===== src/design/can_xcvr_pkg.sv =====
// Purpose: shared constants and types for the CAN transceiver mode control block
// Assumes: 50 MHz system clock, classic Wishbone register access
// Notes: every offset, bit position and field reset value lives here, with the timing figures the cycle counts derive from
package can_xcvr_pkg;
  // clock
  localparam int unsigned CLK_NS = 20;
  // register byte offsets
  localparam logic [7:0] CTRL_OFS = 8'h00;
  localparam logic [7:0] STAT_OFS = 8'h04;
  localparam logic [7:0] IRQ_STAT_OFS = 8'h08;
  localparam logic [7:0] IRQ_MASK_OFS = 8'h0c;
  // control fields
  localparam int unsigned CTRL_LISTEN_BIT = 0;
  localparam int unsigned CTRL_LOWPWR_BIT = 1;
  localparam logic [1:0] CTRL_RESET = 2'h0;
  // status fields
  localparam int unsigned STAT_RX_BIT = 0;
  localparam int unsigned STAT_TRIP_BIT = 1;
  localparam int unsigned STAT_HOT_BIT = 2;
  localparam int unsigned STAT_WOKEN_BIT = 3;
  localparam int unsigned STAT_LOW_POWER_REQUEST_BIT = 4;
  localparam int unsigned STAT_MODE_LSB = 5;
  // interrupt fields, same layout in status and mask
  localparam int unsigned IRQ_TRIP_BIT = 0;
  localparam int unsigned IRQ_HOT_BIT = 1;
  localparam int unsigned IRQ_WAKE_BIT = 2;
  localparam int unsigned IRQ_LOW_POWER_REQUEST_BIT = 3;
  localparam int unsigned IRQ_W = 4;
  localparam logic [3:0] IRQ_RESET = 4'h0;
  // pin synchroniser lanes
  localparam int unsigned PIN_TXD = 0;
  localparam int unsigned PIN_TXD_DRIVEN = 1;
  localparam int unsigned PIN_LISTEN = 2;
  localparam int unsigned PIN_LOWPWR = 3;
  localparam int unsigned PIN_SSS_LO = 4;
  localparam int unsigned PIN_SSS_HI = 5;
  localparam int unsigned PIN_AUX = 6;
  localparam int unsigned PIN_BUS_RX = 7;
  localparam int unsigned PIN_HOT = 8;
  localparam int unsigned PIN_W = 9;
  // synchroniser reset levels follow each pin's idle state, so no false edge follows reset
  localparam logic [PIN_W-1:0] PIN_IDLE = 9'h083;
  // timing: standby heartbeat pulse must stay narrower than this
  localparam int unsigned HB_MAX_NS = 25000;
  localparam int unsigned HB_WIDTH_CYC = HB_MAX_NS / CLK_NS - 1;
  localparam int unsigned HB_PERIOD_NS = 1000000;
  // timing: auxiliary channel, 20 kHz square wave = 40 kbps nrz
  localparam int unsigned AUX_MAX_HZ = 20000;
  localparam int unsigned AUX_BIT_NS = 1000000000 / (2 * AUX_MAX_HZ);
  localparam int unsigned AUX_BIT_CYC = (AUX_BIT_NS + CLK_NS - 1) / CLK_NS;
  // timing: dominant limit, wake pattern phase and window
  localparam int unsigned DOMINANT_LIMIT_NS = 1000000;
  localparam int unsigned WAKE_PHASE_NS = 500;
  localparam int unsigned WAKE_PHASE_CYC = (WAKE_PHASE_NS + CLK_NS - 1) / CLK_NS;
  localparam int unsigned WAKE_WINDOW_NS = 1000000;
  // slope/standby select decode
  typedef enum logic [1:0] {
    MODE_FAST = 2'b00,
    MODE_SLOPE = 2'b01,
    MODE_LOW_POWER_REQUEST = 2'b10
  } mode_t;
  typedef enum logic [1:0] {
    WAKE_IDLE = 2'b00,
    WAKE_DOM = 2'b01,
    WAKE_REC = 2'b10,
    WAKE_AWAKE = 2'b11
  } wake_t;
endpackage


===== src/design/can_mode_ctrl.sv =====
// Purpose: mode, listen-only, auxiliary and fail-safe logic of an isolated CAN transceiver
// Assumes: pins asynchronous to clk_i; slope/standby level arrives pre-quantised on two bits
// Notes: registers over classic Wishbone; one level interrupt from masked sticky events
`timescale 1ns/1ps
// Summary of operation
// - listen-only masks transmit input and keeps the bus recessive
// - receive path forwards bus state unchanged during listen-only
// - slope/standby select decodes to exactly one of three modes
// - standby select filters fast data and biases bus lines to ground
// - standby select touches only the transceiver, not channels or auxiliary
// - auxiliary output changes no faster than 40 kbps while not low power
// - low-power request freezes auxiliary output at its current level
// - standby heartbeat pulses stay narrower than 25 us
// - undriven transmit input reads as recessive high
// - transmit low beyond the limit stops dominant drive
// - tripped timeout clears only when transmit returns high
// - die over temperature disables drivers until cooled
// - recessive is logic high, dominant logic low on transmit and receive
// - low-power request disables transmit and tri-states the driver
// - in standby receive only after wake pattern, until standby exits
module can_mode_ctrl
  import can_xcvr_pkg::*;
#(
  parameter int unsigned DT_CYC = DOMINANT_LIMIT_NS / CLK_NS,
  parameter int unsigned HB_PERIOD_CYC = HB_PERIOD_NS / CLK_NS,
  parameter int unsigned WAKE_WINDOW_CYC = WAKE_WINDOW_NS / CLK_NS
) (
  input wire logic clk_i,
  input wire logic rst_i,
  input wire logic ce_i,
  input wire logic cyc_i,
  input wire logic stb_i,
  input wire logic we_i,
  input wire logic [7:0] adr_i,
  input wire logic [3:0] sel_i,
  input wire logic [31:0] dat_i,
  output logic [31:0] dat_o,
  output logic ack_o,
  output logic irq_o,
  input wire logic txd_i,
  input wire logic txd_driven_i,
  input wire logic listen_only_i,
  input wire logic low_power_request_i,
  input wire logic [1:0] slope_standby_select_i,
  input wire logic aux_i,
  input wire logic bus_rx_i,
  input wire logic over_temp_i,
  output logic rxd_o,
  output logic bus_dominant_o,
  output logic driver_en_o,
  output logic bias_ground_o,
  output logic slope_ctrl_o,
  output logic aux_o,
  output logic shared_pulse_o
);
  // decode of the quantised select level, used by state and status
  function automatic mode_t decode_mode(input logic [1:0] lvl);
    if (lvl[1]) begin
      return MODE_LOW_POWER_REQUEST;
    end else if (lvl[0]) begin
      return MODE_SLOPE;
    end else begin
      return MODE_FAST;
    end
  endfunction

  // two-flop synchronisers, first stage read only by the second
  logic [PIN_W-1:0] pin_raw, sync1_q, sync2_q;
  assign pin_raw = {over_temp_i, bus_rx_i, aux_i, slope_standby_select_i,
                    low_power_request_i, listen_only_i, txd_driven_i, txd_i};
  for (genvar g = 0; g < PIN_W; g++) begin : g_sync
    always_ff @(posedge clk_i) begin
      if (rst_i) begin
        sync1_q[g] <= PIN_IDLE[g];
        sync2_q[g] <= PIN_IDLE[g];
      end else if (ce_i) begin
        sync1_q[g] <= pin_raw[g];
        sync2_q[g] <= sync1_q[g];
      end
    end
  end

  // effective levels after synchronisation
  logic ctrl_listen, ctrl_lowpwr;
  logic txd_eff, listen, lowpwr, hot, bus_rx, tripped, sss_low_power_request, rx_standby;
  mode_t mode;
  assign txd_eff = sync2_q[PIN_TXD] | ~sync2_q[PIN_TXD_DRIVEN];
  assign listen = sync2_q[PIN_LISTEN] | ctrl_listen;
  assign lowpwr = sync2_q[PIN_LOWPWR] | ctrl_lowpwr;
  assign hot = sync2_q[PIN_HOT];
  assign bus_rx = sync2_q[PIN_BUS_RX];
  assign mode = decode_mode(sync2_q[PIN_SSS_HI:PIN_SSS_LO]);
  assign sss_low_power_request = (mode == MODE_LOW_POWER_REQUEST);
  assign rx_standby = lowpwr | sss_low_power_request;

  dominant_timer #(
    .DT_CYC(DT_CYC)
  ) u_dt (
    .clk_i(clk_i),
    .rst_i(rst_i),
    .ce_i(ce_i),
    .txd_i(txd_eff),
    .tripped_o(tripped)
  );

  // wake pattern detector: dominant, recessive, dominant phases inside a window
  wake_t wake_q, wake_d;
  logic [15:0] run_q, run_d;
  logic [31:0] win_q, win_d;
  logic rx_prev_q, rx_prev_d;
  logic phase_ok;
  // the level now seen must itself have held, not the phase before it
  assign phase_ok = (bus_rx == rx_prev_q) && (run_q >= 16'(WAKE_PHASE_CYC - 1));
  always_comb begin
    wake_d = wake_q;
    rx_prev_d = bus_rx;
    run_d = (bus_rx != rx_prev_q) ? 16'h0 : ((run_q == 16'hffff) ? run_q : run_q + 16'h1);
    win_d = (wake_q == WAKE_IDLE || wake_q == WAKE_AWAKE) ? 32'h0 : win_q + 32'h1;
    case (wake_q)
      WAKE_IDLE: begin
        if (!bus_rx && phase_ok) begin
          wake_d = WAKE_DOM;
        end
      end
      WAKE_DOM: begin
        if (win_q >= WAKE_WINDOW_CYC - 1) begin
          wake_d = WAKE_IDLE;
        end else if (bus_rx && phase_ok) begin
          wake_d = WAKE_REC;
        end
      end
      WAKE_REC: begin
        if (win_q >= WAKE_WINDOW_CYC - 1) begin
          wake_d = WAKE_IDLE;
        end else if (!bus_rx && phase_ok) begin
          wake_d = WAKE_AWAKE;
        end
      end
      WAKE_AWAKE: wake_d = WAKE_AWAKE; // pattern alone never leaves standby
      default: wake_d = WAKE_IDLE;
    endcase
    if (!rx_standby) begin
      wake_d = WAKE_IDLE;
    end
  end
  always_ff @(posedge clk_i) begin
    if (rst_i) begin
      wake_q <= WAKE_IDLE;
      run_q <= 16'h0;
      win_q <= 32'h0;
      rx_prev_q <= 1'b1;
    end else if (ce_i) begin
      wake_q <= wake_d;
      run_q <= run_d;
      win_q <= win_d;
      rx_prev_q <= rx_prev_d;
    end
  end

  // transceiver side outputs, all registered
  logic rxd_q, rxd_d, dom_q, dom_d, drv_q, drv_d, bias_q, bias_d, slope_q, slope_d;
  always_comb begin
    // listen-only, low power, timeout, heat and standby all force recessive
    dom_d = ~txd_eff & ~listen & ~lowpwr & ~tripped & ~hot & ~sss_low_power_request;
    drv_d = ~lowpwr & ~hot & ~sss_low_power_request;
    bias_d = rx_standby;
    slope_d = (mode == MODE_SLOPE);
    // receive path ignores listen-only; standby passes data only once woken
    rxd_d = (rx_standby && wake_q != WAKE_AWAKE) ? 1'b1 : bus_rx;
  end
  always_ff @(posedge clk_i) begin
    if (rst_i) begin
      rxd_q <= 1'b1;
      dom_q <= 1'b0;
      drv_q <= 1'b0;
      bias_q <= 1'b0;
      slope_q <= 1'b0;
    end else if (ce_i) begin
      rxd_q <= rxd_d;
      dom_q <= dom_d;
      drv_q <= drv_d;
      bias_q <= bias_d;
      slope_q <= slope_d;
    end
  end

  // auxiliary channel and standby heartbeat share one path
  logic aux_q, aux_d, hb_q, hb_d;
  logic [31:0] aux_cnt_q, aux_cnt_d, hb_cnt_q, hb_cnt_d;
  always_comb begin
    aux_d = aux_q;
    aux_cnt_d = (aux_cnt_q == 32'h0) ? aux_cnt_q : aux_cnt_q - 32'h1;
    hb_cnt_d = 32'h0;
    hb_d = 1'b0;
    if (lowpwr) begin
      // aux frozen, path now carries the heartbeat; select pin plays no part
      hb_cnt_d = (hb_cnt_q >= HB_PERIOD_CYC - 1) ? 32'h0 : hb_cnt_q + 32'h1;
      hb_d = (hb_cnt_d < HB_WIDTH_CYC);
    end else if (aux_cnt_q == 32'h0 && sync2_q[PIN_AUX] != aux_q) begin
      // rate limit keeps the shared path free of faster data
      aux_d = sync2_q[PIN_AUX];
      aux_cnt_d = AUX_BIT_CYC - 1;
    end
  end
  always_ff @(posedge clk_i) begin
    if (rst_i) begin
      aux_q <= 1'b0;
      hb_q <= 1'b0;
      aux_cnt_q <= 32'h0;
      hb_cnt_q <= 32'h0;
    end else if (ce_i) begin
      aux_q <= aux_d;
      hb_q <= hb_d;
      aux_cnt_q <= aux_cnt_d;
      hb_cnt_q <= hb_cnt_d;
    end
  end

  // wishbone slave, control, sticky interrupts and mask
  logic [1:0] ctrl_q, ctrl_d;
  logic [IRQ_W-1:0] ist_q, ist_d, imask_q, imask_d, ev;
  logic ack_q, ack_d, irq_q, irq_d;
  logic [31:0] dat_q, dat_d;
  logic trip_prev_q, hot_prev_q, low_power_request_prev_q;
  logic wr;
  assign ctrl_listen = ctrl_q[CTRL_LISTEN_BIT];
  assign ctrl_lowpwr = ctrl_q[CTRL_LOWPWR_BIT];
  assign wr = cyc_i & stb_i & we_i & ~ack_q & sel_i[0];
  assign ev[IRQ_TRIP_BIT] = tripped & ~trip_prev_q;
  assign ev[IRQ_HOT_BIT] = hot & ~hot_prev_q;
  assign ev[IRQ_WAKE_BIT] = (wake_d == WAKE_AWAKE) & (wake_q != WAKE_AWAKE);
  assign ev[IRQ_LOW_POWER_REQUEST_BIT] = rx_standby & ~low_power_request_prev_q;
  always_comb begin
    ack_d = cyc_i & stb_i & ~ack_q;
    ctrl_d = ctrl_q;
    imask_d = imask_q;
    ist_d = ist_q;
    dat_d = 32'h0;
    if (wr && adr_i == CTRL_OFS) begin
      ctrl_d = dat_i[1:0];
    end
    if (wr && adr_i == IRQ_MASK_OFS) begin
      imask_d = dat_i[IRQ_W-1:0];
    end
    if (wr && adr_i == IRQ_STAT_OFS) begin
      ist_d = ist_q & ~dat_i[IRQ_W-1:0];
    end
    ist_d = ist_d | ev; // a new event beats a same-cycle clear
    case (adr_i)
      CTRL_OFS: dat_d[1:0] = ctrl_q;
      STAT_OFS: begin
        dat_d[STAT_RX_BIT] = rxd_q;
        dat_d[STAT_TRIP_BIT] = tripped;
        dat_d[STAT_HOT_BIT] = hot;
        dat_d[STAT_WOKEN_BIT] = (wake_q == WAKE_AWAKE);
        dat_d[STAT_LOW_POWER_REQUEST_BIT] = rx_standby;
        dat_d[STAT_MODE_LSB+1:STAT_MODE_LSB] = mode;
      end
      IRQ_STAT_OFS: dat_d[IRQ_W-1:0] = ist_q;
      IRQ_MASK_OFS: dat_d[IRQ_W-1:0] = imask_q;
      default: dat_d = 32'h0; // unmapped reads zero, writes dropped
    endcase
    irq_d = |(ist_d & imask_d);
  end
  always_ff @(posedge clk_i) begin
    if (rst_i) begin
      ctrl_q <= CTRL_RESET;
      imask_q <= IRQ_RESET;
      ist_q <= IRQ_RESET;
      ack_q <= 1'b0;
      dat_q <= 32'h0;
      irq_q <= 1'b0;
      trip_prev_q <= 1'b0;
      hot_prev_q <= 1'b0;
      low_power_request_prev_q <= 1'b0;
    end else if (ce_i) begin
      ctrl_q <= ctrl_d;
      imask_q <= imask_d;
      ist_q <= ist_d;
      ack_q <= ack_d;
      dat_q <= dat_d;
      irq_q <= irq_d;
      trip_prev_q <= tripped;
      hot_prev_q <= hot;
      low_power_request_prev_q <= rx_standby;
    end
  end

  assign dat_o = dat_q;
  assign ack_o = ack_q;
  assign irq_o = irq_q;
  assign rxd_o = rxd_q;
  assign bus_dominant_o = dom_q;
  assign driver_en_o = drv_q;
  assign bias_ground_o = bias_q;
  assign slope_ctrl_o = slope_q;
  assign aux_o = aux_q;
  assign shared_pulse_o = hb_q;

  // checks
  a_listen_recessive: assert property (@(posedge clk_i) disable iff (rst_i)
    (ce_i && listen) |=> !bus_dominant_o)
    else $error("dominant driven in listen-only");
  a_listen_rx_path: assert property (@(posedge clk_i) disable iff (rst_i)
    (ce_i && listen && !rx_standby) |=> (rxd_o == $past(bus_rx)))
    else $error("receive path altered in listen-only");
  a_standby_bias: assert property (@(posedge clk_i) disable iff (rst_i)
    (ce_i && sss_low_power_request) |=> (bias_ground_o && !driver_en_o))
    else $error("standby select did not bias lines");
  a_aux_frozen: assert property (@(posedge clk_i) disable iff (rst_i)
    (lowpwr && $past(lowpwr)) |-> $stable(aux_o))
    else $error("aux output moved in low power");
  // helper: cycles the heartbeat has stood high so far, too long for a delay range
  logic [31:0] hb_run_q;
  always_ff @(posedge clk_i) begin
    if (rst_i) begin
      hb_run_q <= 32'h0;
    end else if (ce_i) begin
      hb_run_q <= shared_pulse_o ? hb_run_q + 32'h1 : 32'h0;
    end
  end
  a_pulse_narrow: assert property (@(posedge clk_i) disable iff (rst_i)
    shared_pulse_o |-> (hb_run_q < HB_MAX_NS / CLK_NS - 1))
    else $error("heartbeat pulse too wide");
  a_float_recessive: assert property (@(posedge clk_i) disable iff (rst_i)
    (ce_i && !sync2_q[PIN_TXD_DRIVEN]) |=> !bus_dominant_o)
    else $error("floating transmit produced dominant");
  a_hot_shutdown: assert property (@(posedge clk_i) disable iff (rst_i)
    (ce_i && hot) |=> !driver_en_o)
    else $error("driver enabled while over temperature");
  a_lowpwr_tristate: assert property (@(posedge clk_i) disable iff (rst_i)
    (ce_i && lowpwr) |=> (!driver_en_o && !bus_dominant_o))
    else $error("transmitter active in low power");
  a_standby_rx_gate: assert property (@(posedge clk_i) disable iff (rst_i)
    (ce_i && rx_standby && wake_q != WAKE_AWAKE) |=> rxd_o)
    else $error("receive passed before wake pattern");
  a_timeout_drive: assert property (@(posedge clk_i) disable iff (rst_i)
    (ce_i && tripped) |=> !bus_dominant_o)
    else $error("dominant after timeout");
  c_wake_seen: cover property (@(posedge clk_i) disable iff (rst_i) $rose(wake_q == WAKE_AWAKE));
  c_timeout_trip: cover property (@(posedge clk_i) disable iff (rst_i) $rose(tripped));
  c_heartbeat: cover property (@(posedge clk_i) disable iff (rst_i) $fell(shared_pulse_o));
endmodule


===== src/design/dominant_timer.sv =====
// Purpose: dominant timeout watchdog on the synchronised transmit level
// Assumes: txd_i already synchronised to clk_i, low means dominant
// Notes: trip holds until the transmit level returns high
`timescale 1ns/1ps
module dominant_timer
  import can_xcvr_pkg::*;
#(
  parameter int unsigned DT_CYC = 50000
) (
  input wire logic clk_i,
  input wire logic rst_i,
  input wire logic ce_i,
  input wire logic txd_i,
  output logic tripped_o
);
  logic [31:0] cnt_q, cnt_d;
  logic trip_q, trip_d;

  // count low time, trip at the limit, release only on a high level
  always_comb begin
    cnt_d = cnt_q;
    trip_d = trip_q;
    if (txd_i) begin
      cnt_d = 32'h0;
      trip_d = 1'b0;
    end else if (cnt_q >= DT_CYC - 1) begin
      trip_d = 1'b1;
    end else begin
      cnt_d = cnt_q + 32'h1;
    end
  end

  always_ff @(posedge clk_i) begin
    if (rst_i) begin
      cnt_q <= 32'h0;
      trip_q <= 1'b0;
    end else if (ce_i) begin
      cnt_q <= cnt_d;
      trip_q <= trip_d;
    end
  end

  assign tripped_o = trip_q;

  a_trip_needs_low: assert property (@(posedge clk_i) disable iff (rst_i)
    $rose(trip_q) |-> !$past(txd_i))
    else $error("timeout tripped without a low transmit level");
  a_resume_on_high: assert property (@(posedge clk_i) disable iff (rst_i)
    (ce_i && txd_i) |=> !trip_q)
    else $error("timeout not released by high transmit level");
  a_trip_at_limit: assert property (@(posedge clk_i) disable iff (rst_i)
    (ce_i && !txd_i && cnt_q == DT_CYC - 1) |=> trip_q)
    else $error("timeout did not trip at the limit");
endmodule


===== config.mk =====
export PLATFORM = sky130hd
export DESIGN_NAME = can_mode_ctrl
export DESIGN_NICKNAME = d
export VERILOG_FILES = /design/src/design/can_xcvr_pkg.sv /design/src/design/can_mode_ctrl.sv /design/src/design/dominant_timer.sv
export SDC_FILE = /design/constraint.sdc
export NUM_CORES = 1
export LEC_CHECK = 0
export BUFFER_PORTS_ARGS = -buffer_cell sky130_fd_sc_hd__clkbuf_2
export CORE_MARGIN = 2
export CORE_UTILIZATION = 55
export DETAILED_ROUTE_END_ITERATION = 10
export HOLD_SLACK_MARGIN = 0.03
export PLACE_DENSITY = 0.75
export SLEW_MARGIN = 25
export SYNTH_ARGS = -nofsm -noshare
export SYNTH_HDL_FRONTEND = slang
export SYNTH_SLANG_ARGS = --single-unit

===== constraint.sdc =====
create_clock -name clk_i -period 2.6 [get_ports clk_i]
set_input_delay 0.39 -clock clk_i [delete_from_list [all_inputs] [get_ports clk_i]]
set_output_delay 0.39 -clock clk_i [all_outputs]
set_load 0.005 [all_outputs]

==> impl_metrics.py <==
metrics = {
    "critical_path": {
        "cp-startpoint": "hb_cnt_q[0]",
        "path_buf_inv": 0,
        "slowest_stage": "or4_1",
        "critPathKind": "flip-flop to flip-flop",
        "crit_family": "simple AND/OR/NAND/NOR gates",
        "worstReg2RegStart": "hb_cnt_q[0]",
        "cp_max_fo": 8,
        "worstPathCellList": "ha_1 > nand4_2 > or4_1 > o31ai_1 > a31oi_1 > or4_1 > a311oi_1",
        "end_kind": "flip-flop",
        "cp-start-kind": "flip-flop",
        "crit_path_max_incr_delay_ns": 0.50,
        "required_ns": 2.95,
        "crit_arrival_ns": 2.80,
        "crit_top_cell": "or4_1",
    },
    "sta": {
        "finalHoldViolCount": 0,
        "fin_skew_ns": 0.008487,
        "post-route-period-util_pct": 94.18,
        "fmax_ghz": 0.4084,
        "setup_violations": 0,
        "relSlewSlack_pct": 41.14,
        "maxSlewViolCount": 0,
        "worst_pin_slew_ns": 0.8829,
        "fin_crit_ns": 2.449,
        "holdWs_ns": 0.1528,
    },
    "synthesis": {
        "postSynthCellCount": 1076,
        "avgSynthCellArea_um2": 8.518,
        "synthMuxAreaShare_pct": 3.358,
        "synth_xor_area_share_pct": 7.263,
        "ys_warn_count": 0,
        "synthSimpleGateAreaFrac_pct": 28.07,
        "synth_area_mm2": 0.009165,
        "ys_async_sr_fraction_pct": 0,
        "synth_compound_area_share_pct": 11.89,
        "yosysUniqueCellTypes": 65,
        "yosys-top-cells-count": "dfxtp_1, nor2_1, nand2_1, xor2_1, a21oi_1",
        "synth-adder-area-share_pct": 1.502,
        "ys.flop_type": "dfxtp_1",
        "synth_most_common_cell": "dfxtp_1",
        "ys_top_cells_by_area": "dfxtp_1, nor2_1, xor2_1, a21oi_1, mux2i_1",
        "synth_top_family_by_area": "simple AND/OR/NAND/NOR gates",
        "ys_seq_area_share_pct": 42.38,
        "synth_area_leader_cell": "dfxtp_1",
        "synth_top_cell_area_share_pct": 42.38,
        "synth-seq-cells": 194,
        "synth-edff-count": 0,
    },
    "routing": {
        "drt_iter0_drc": 540,
        "drt_first_pass_iters": 7,
        "routed_wl_um": 18540,
        "ant_nets": 0,
        "num_vias": 7492,
        "via_per_inst": 5.537,
        "wl_per_cell_um": 13.70,
        "drc": 0,
    },
    "global_route": {
        "grt_max_degree": 71,
        "grt_use_total_pct": 21.50,
        "grt_pass1_wl_um": 31520,
        "grt_overflow": 0,
        "grt_pass1_vias": 6805,
        "antenna_found_initial": 0,
    },
    "final_layout": {
        "finalNetCount": 1190,
        "fillers": 1426,
        "syn_to_final_growth_pct": 11.44,
        "diodes": 0,
        "fin_cells": 1353,
        "fin_area_mm2": 0.01021,
        "drive_above_1_share_pct": 12.27,
    },
    "flow_run": {
        "drv_cap": 0,
    },
    "cts": {
        "cts_buffers": 17,
        "clock_path_buffers": 2,
        "cts_tree": "built",
        "htree_levels": 4,
        "clock_sinks": 194,
        "path_clk_slew_ns": 0.07,
        "cts_root_buffer": "clkbuf_16",
        "insertion_delay_ns": 0.44,
    },
    "placement": {
        "globalplace.congestion": 0.8541,
        "dp_hpwl_um": 12770,
        "portBuffers": 43,
        "post_dp_cell_area_mm2": 0.009624,
        "placed_cells": 1319,
    },
    "floorplan": {
        "coreArea_mm2": 0.01641,
        "io_pins": 100,
        "die_w_um": 133.1,
        "fp.dieH_um": 133.1,
        "start_util_pct": 55.86,
        "dieArea_mm2": 0.01771,
        "row_count": 47,
    },
    "power_and_ir_drop": {
        "power_density_mw_per_mm2": 784.4,
        "p_leak_nw": 3.899,
        "power_mw": 8.012,
        "ir_drop_mv": 1.027,
    },
    "status": {
        "outcome": "completed",
    },
    "min_path": {
        "worstHoldStart": "txd_driven_i",
        "hold_path.class": "input port to flip-flop",
    },
}
[flip-flops by register name, summed over array words and instances, names as in the netlist, 2 cells and up]
signal,flops
win_q,32
dat_o,7
run_q,16
ist_q,4
wake_q,2
imask_q,4
ctrl_q,2
sync2_q,7
u_dt.cnt_q,32
hb_cnt_q,32
aux_cnt_q,32
sync1_q,9
[layout by cell type (no fill, tap or decap), types with 6 or more instances in the layout]
master,n
a211o_1,9
a211oi_1,13
a21oi_1,51
a31oi_1,12
and2_1,31
and3_1,14
and4_1,16
buf_4,35
clkbuf_16,17
clkbuf_2,42
conb_1,25
dfxtp_1,194
ha_1,11
inv_1,25
mux2i_1,24
nand2_1,61
nand2b_1,10
nand3_1,45
nand4_1,35
nor2_1,157
nor2b_1,10
nor3_1,37
nor4_1,27
o21a_1,6
o21ai_0,29
or2_2,8
or3_1,11
or4_1,8
xnor2_1,22
xor2_1,54
[per-layer routing]
metal | share of wire (%) | track usage, %
met5 | 0 | 0
met4 | 2.0 | 8.483
met3 | 4.1 | 3.716
met2 | 46 | 33.97
met1 | 48 | 29.37
[kinds of logic after synthesis]
family | count (synthesis)
and+or+nand+nor | 496
DFF | 194
AOI/OAI and AO/OA | 167
buffers and inverters | 103
xor gates and xnor gates | 76
muxes | 28
adders and majority gates | 11
other | 1
[final cells by class]
type | count | area, um2 | share of cell area, %
Sequential cell | 194 | 3884 | 38.03
Timing Repair Buffer | 79 | 513.0 | 5.023
Inverter | 25 | 93.84 | 0.9188
Clock inverter | 14 | 120.1 | 1.176
Tap cell | 220 | 275.3 | 2.695
Multi-Input combinational cell | 803 | 4888 | 47.86
Clock buffer | 18 | 439.2 | 4.300
[repair_timing]
| item | CTS | global route |
|---|---|---|
| setup endpoints to repair | 0 | 32 |
| setup buffers | 0 | 2 |
| hold buffers | 0 | 0 |
| gates resized for setup | 0 | 2 |
[through the flow]
| step | setup TNS [ns] | util [%] | worst slack, ns |
|---|---|---|---|
| 2_1_floorplan | 0 | - | 0.2742 |
| 3_3_place_gp | 0 | 58.64 | 0.2101 |
| 3_5_place_dp | 0 | 58.66 | 0.07404 |
| 4_1_cts | 0 | 62.07 | 0.06760 |
| 5_1_grt | -0.01077 | 62.25 | -0.01077 |
| 6_report | 0 | 62.25 | 0.1514 |
[power by group]
group	switching (mW)	internal, mW
Clock	1.20	1.28
Sequential	0.207	3.20
Combinational	1.19	0.930
Total	2.60	5.41
[path summary, 6_finish.rpt]
| kind | to | slack [ns] | depth (start not counted) |
|---|---|---|---|
| min reg2reg | hb_cnt_q[20] | 0.46 | 1 |
| max reg2reg | shared_pulse_o | 0.15 | 7 |
| max | shared_pulse_o | 0.15 | 7 |
| min | sync1_q[1] | 0.15 | 2 |
(Power assumes the default switching activity.)
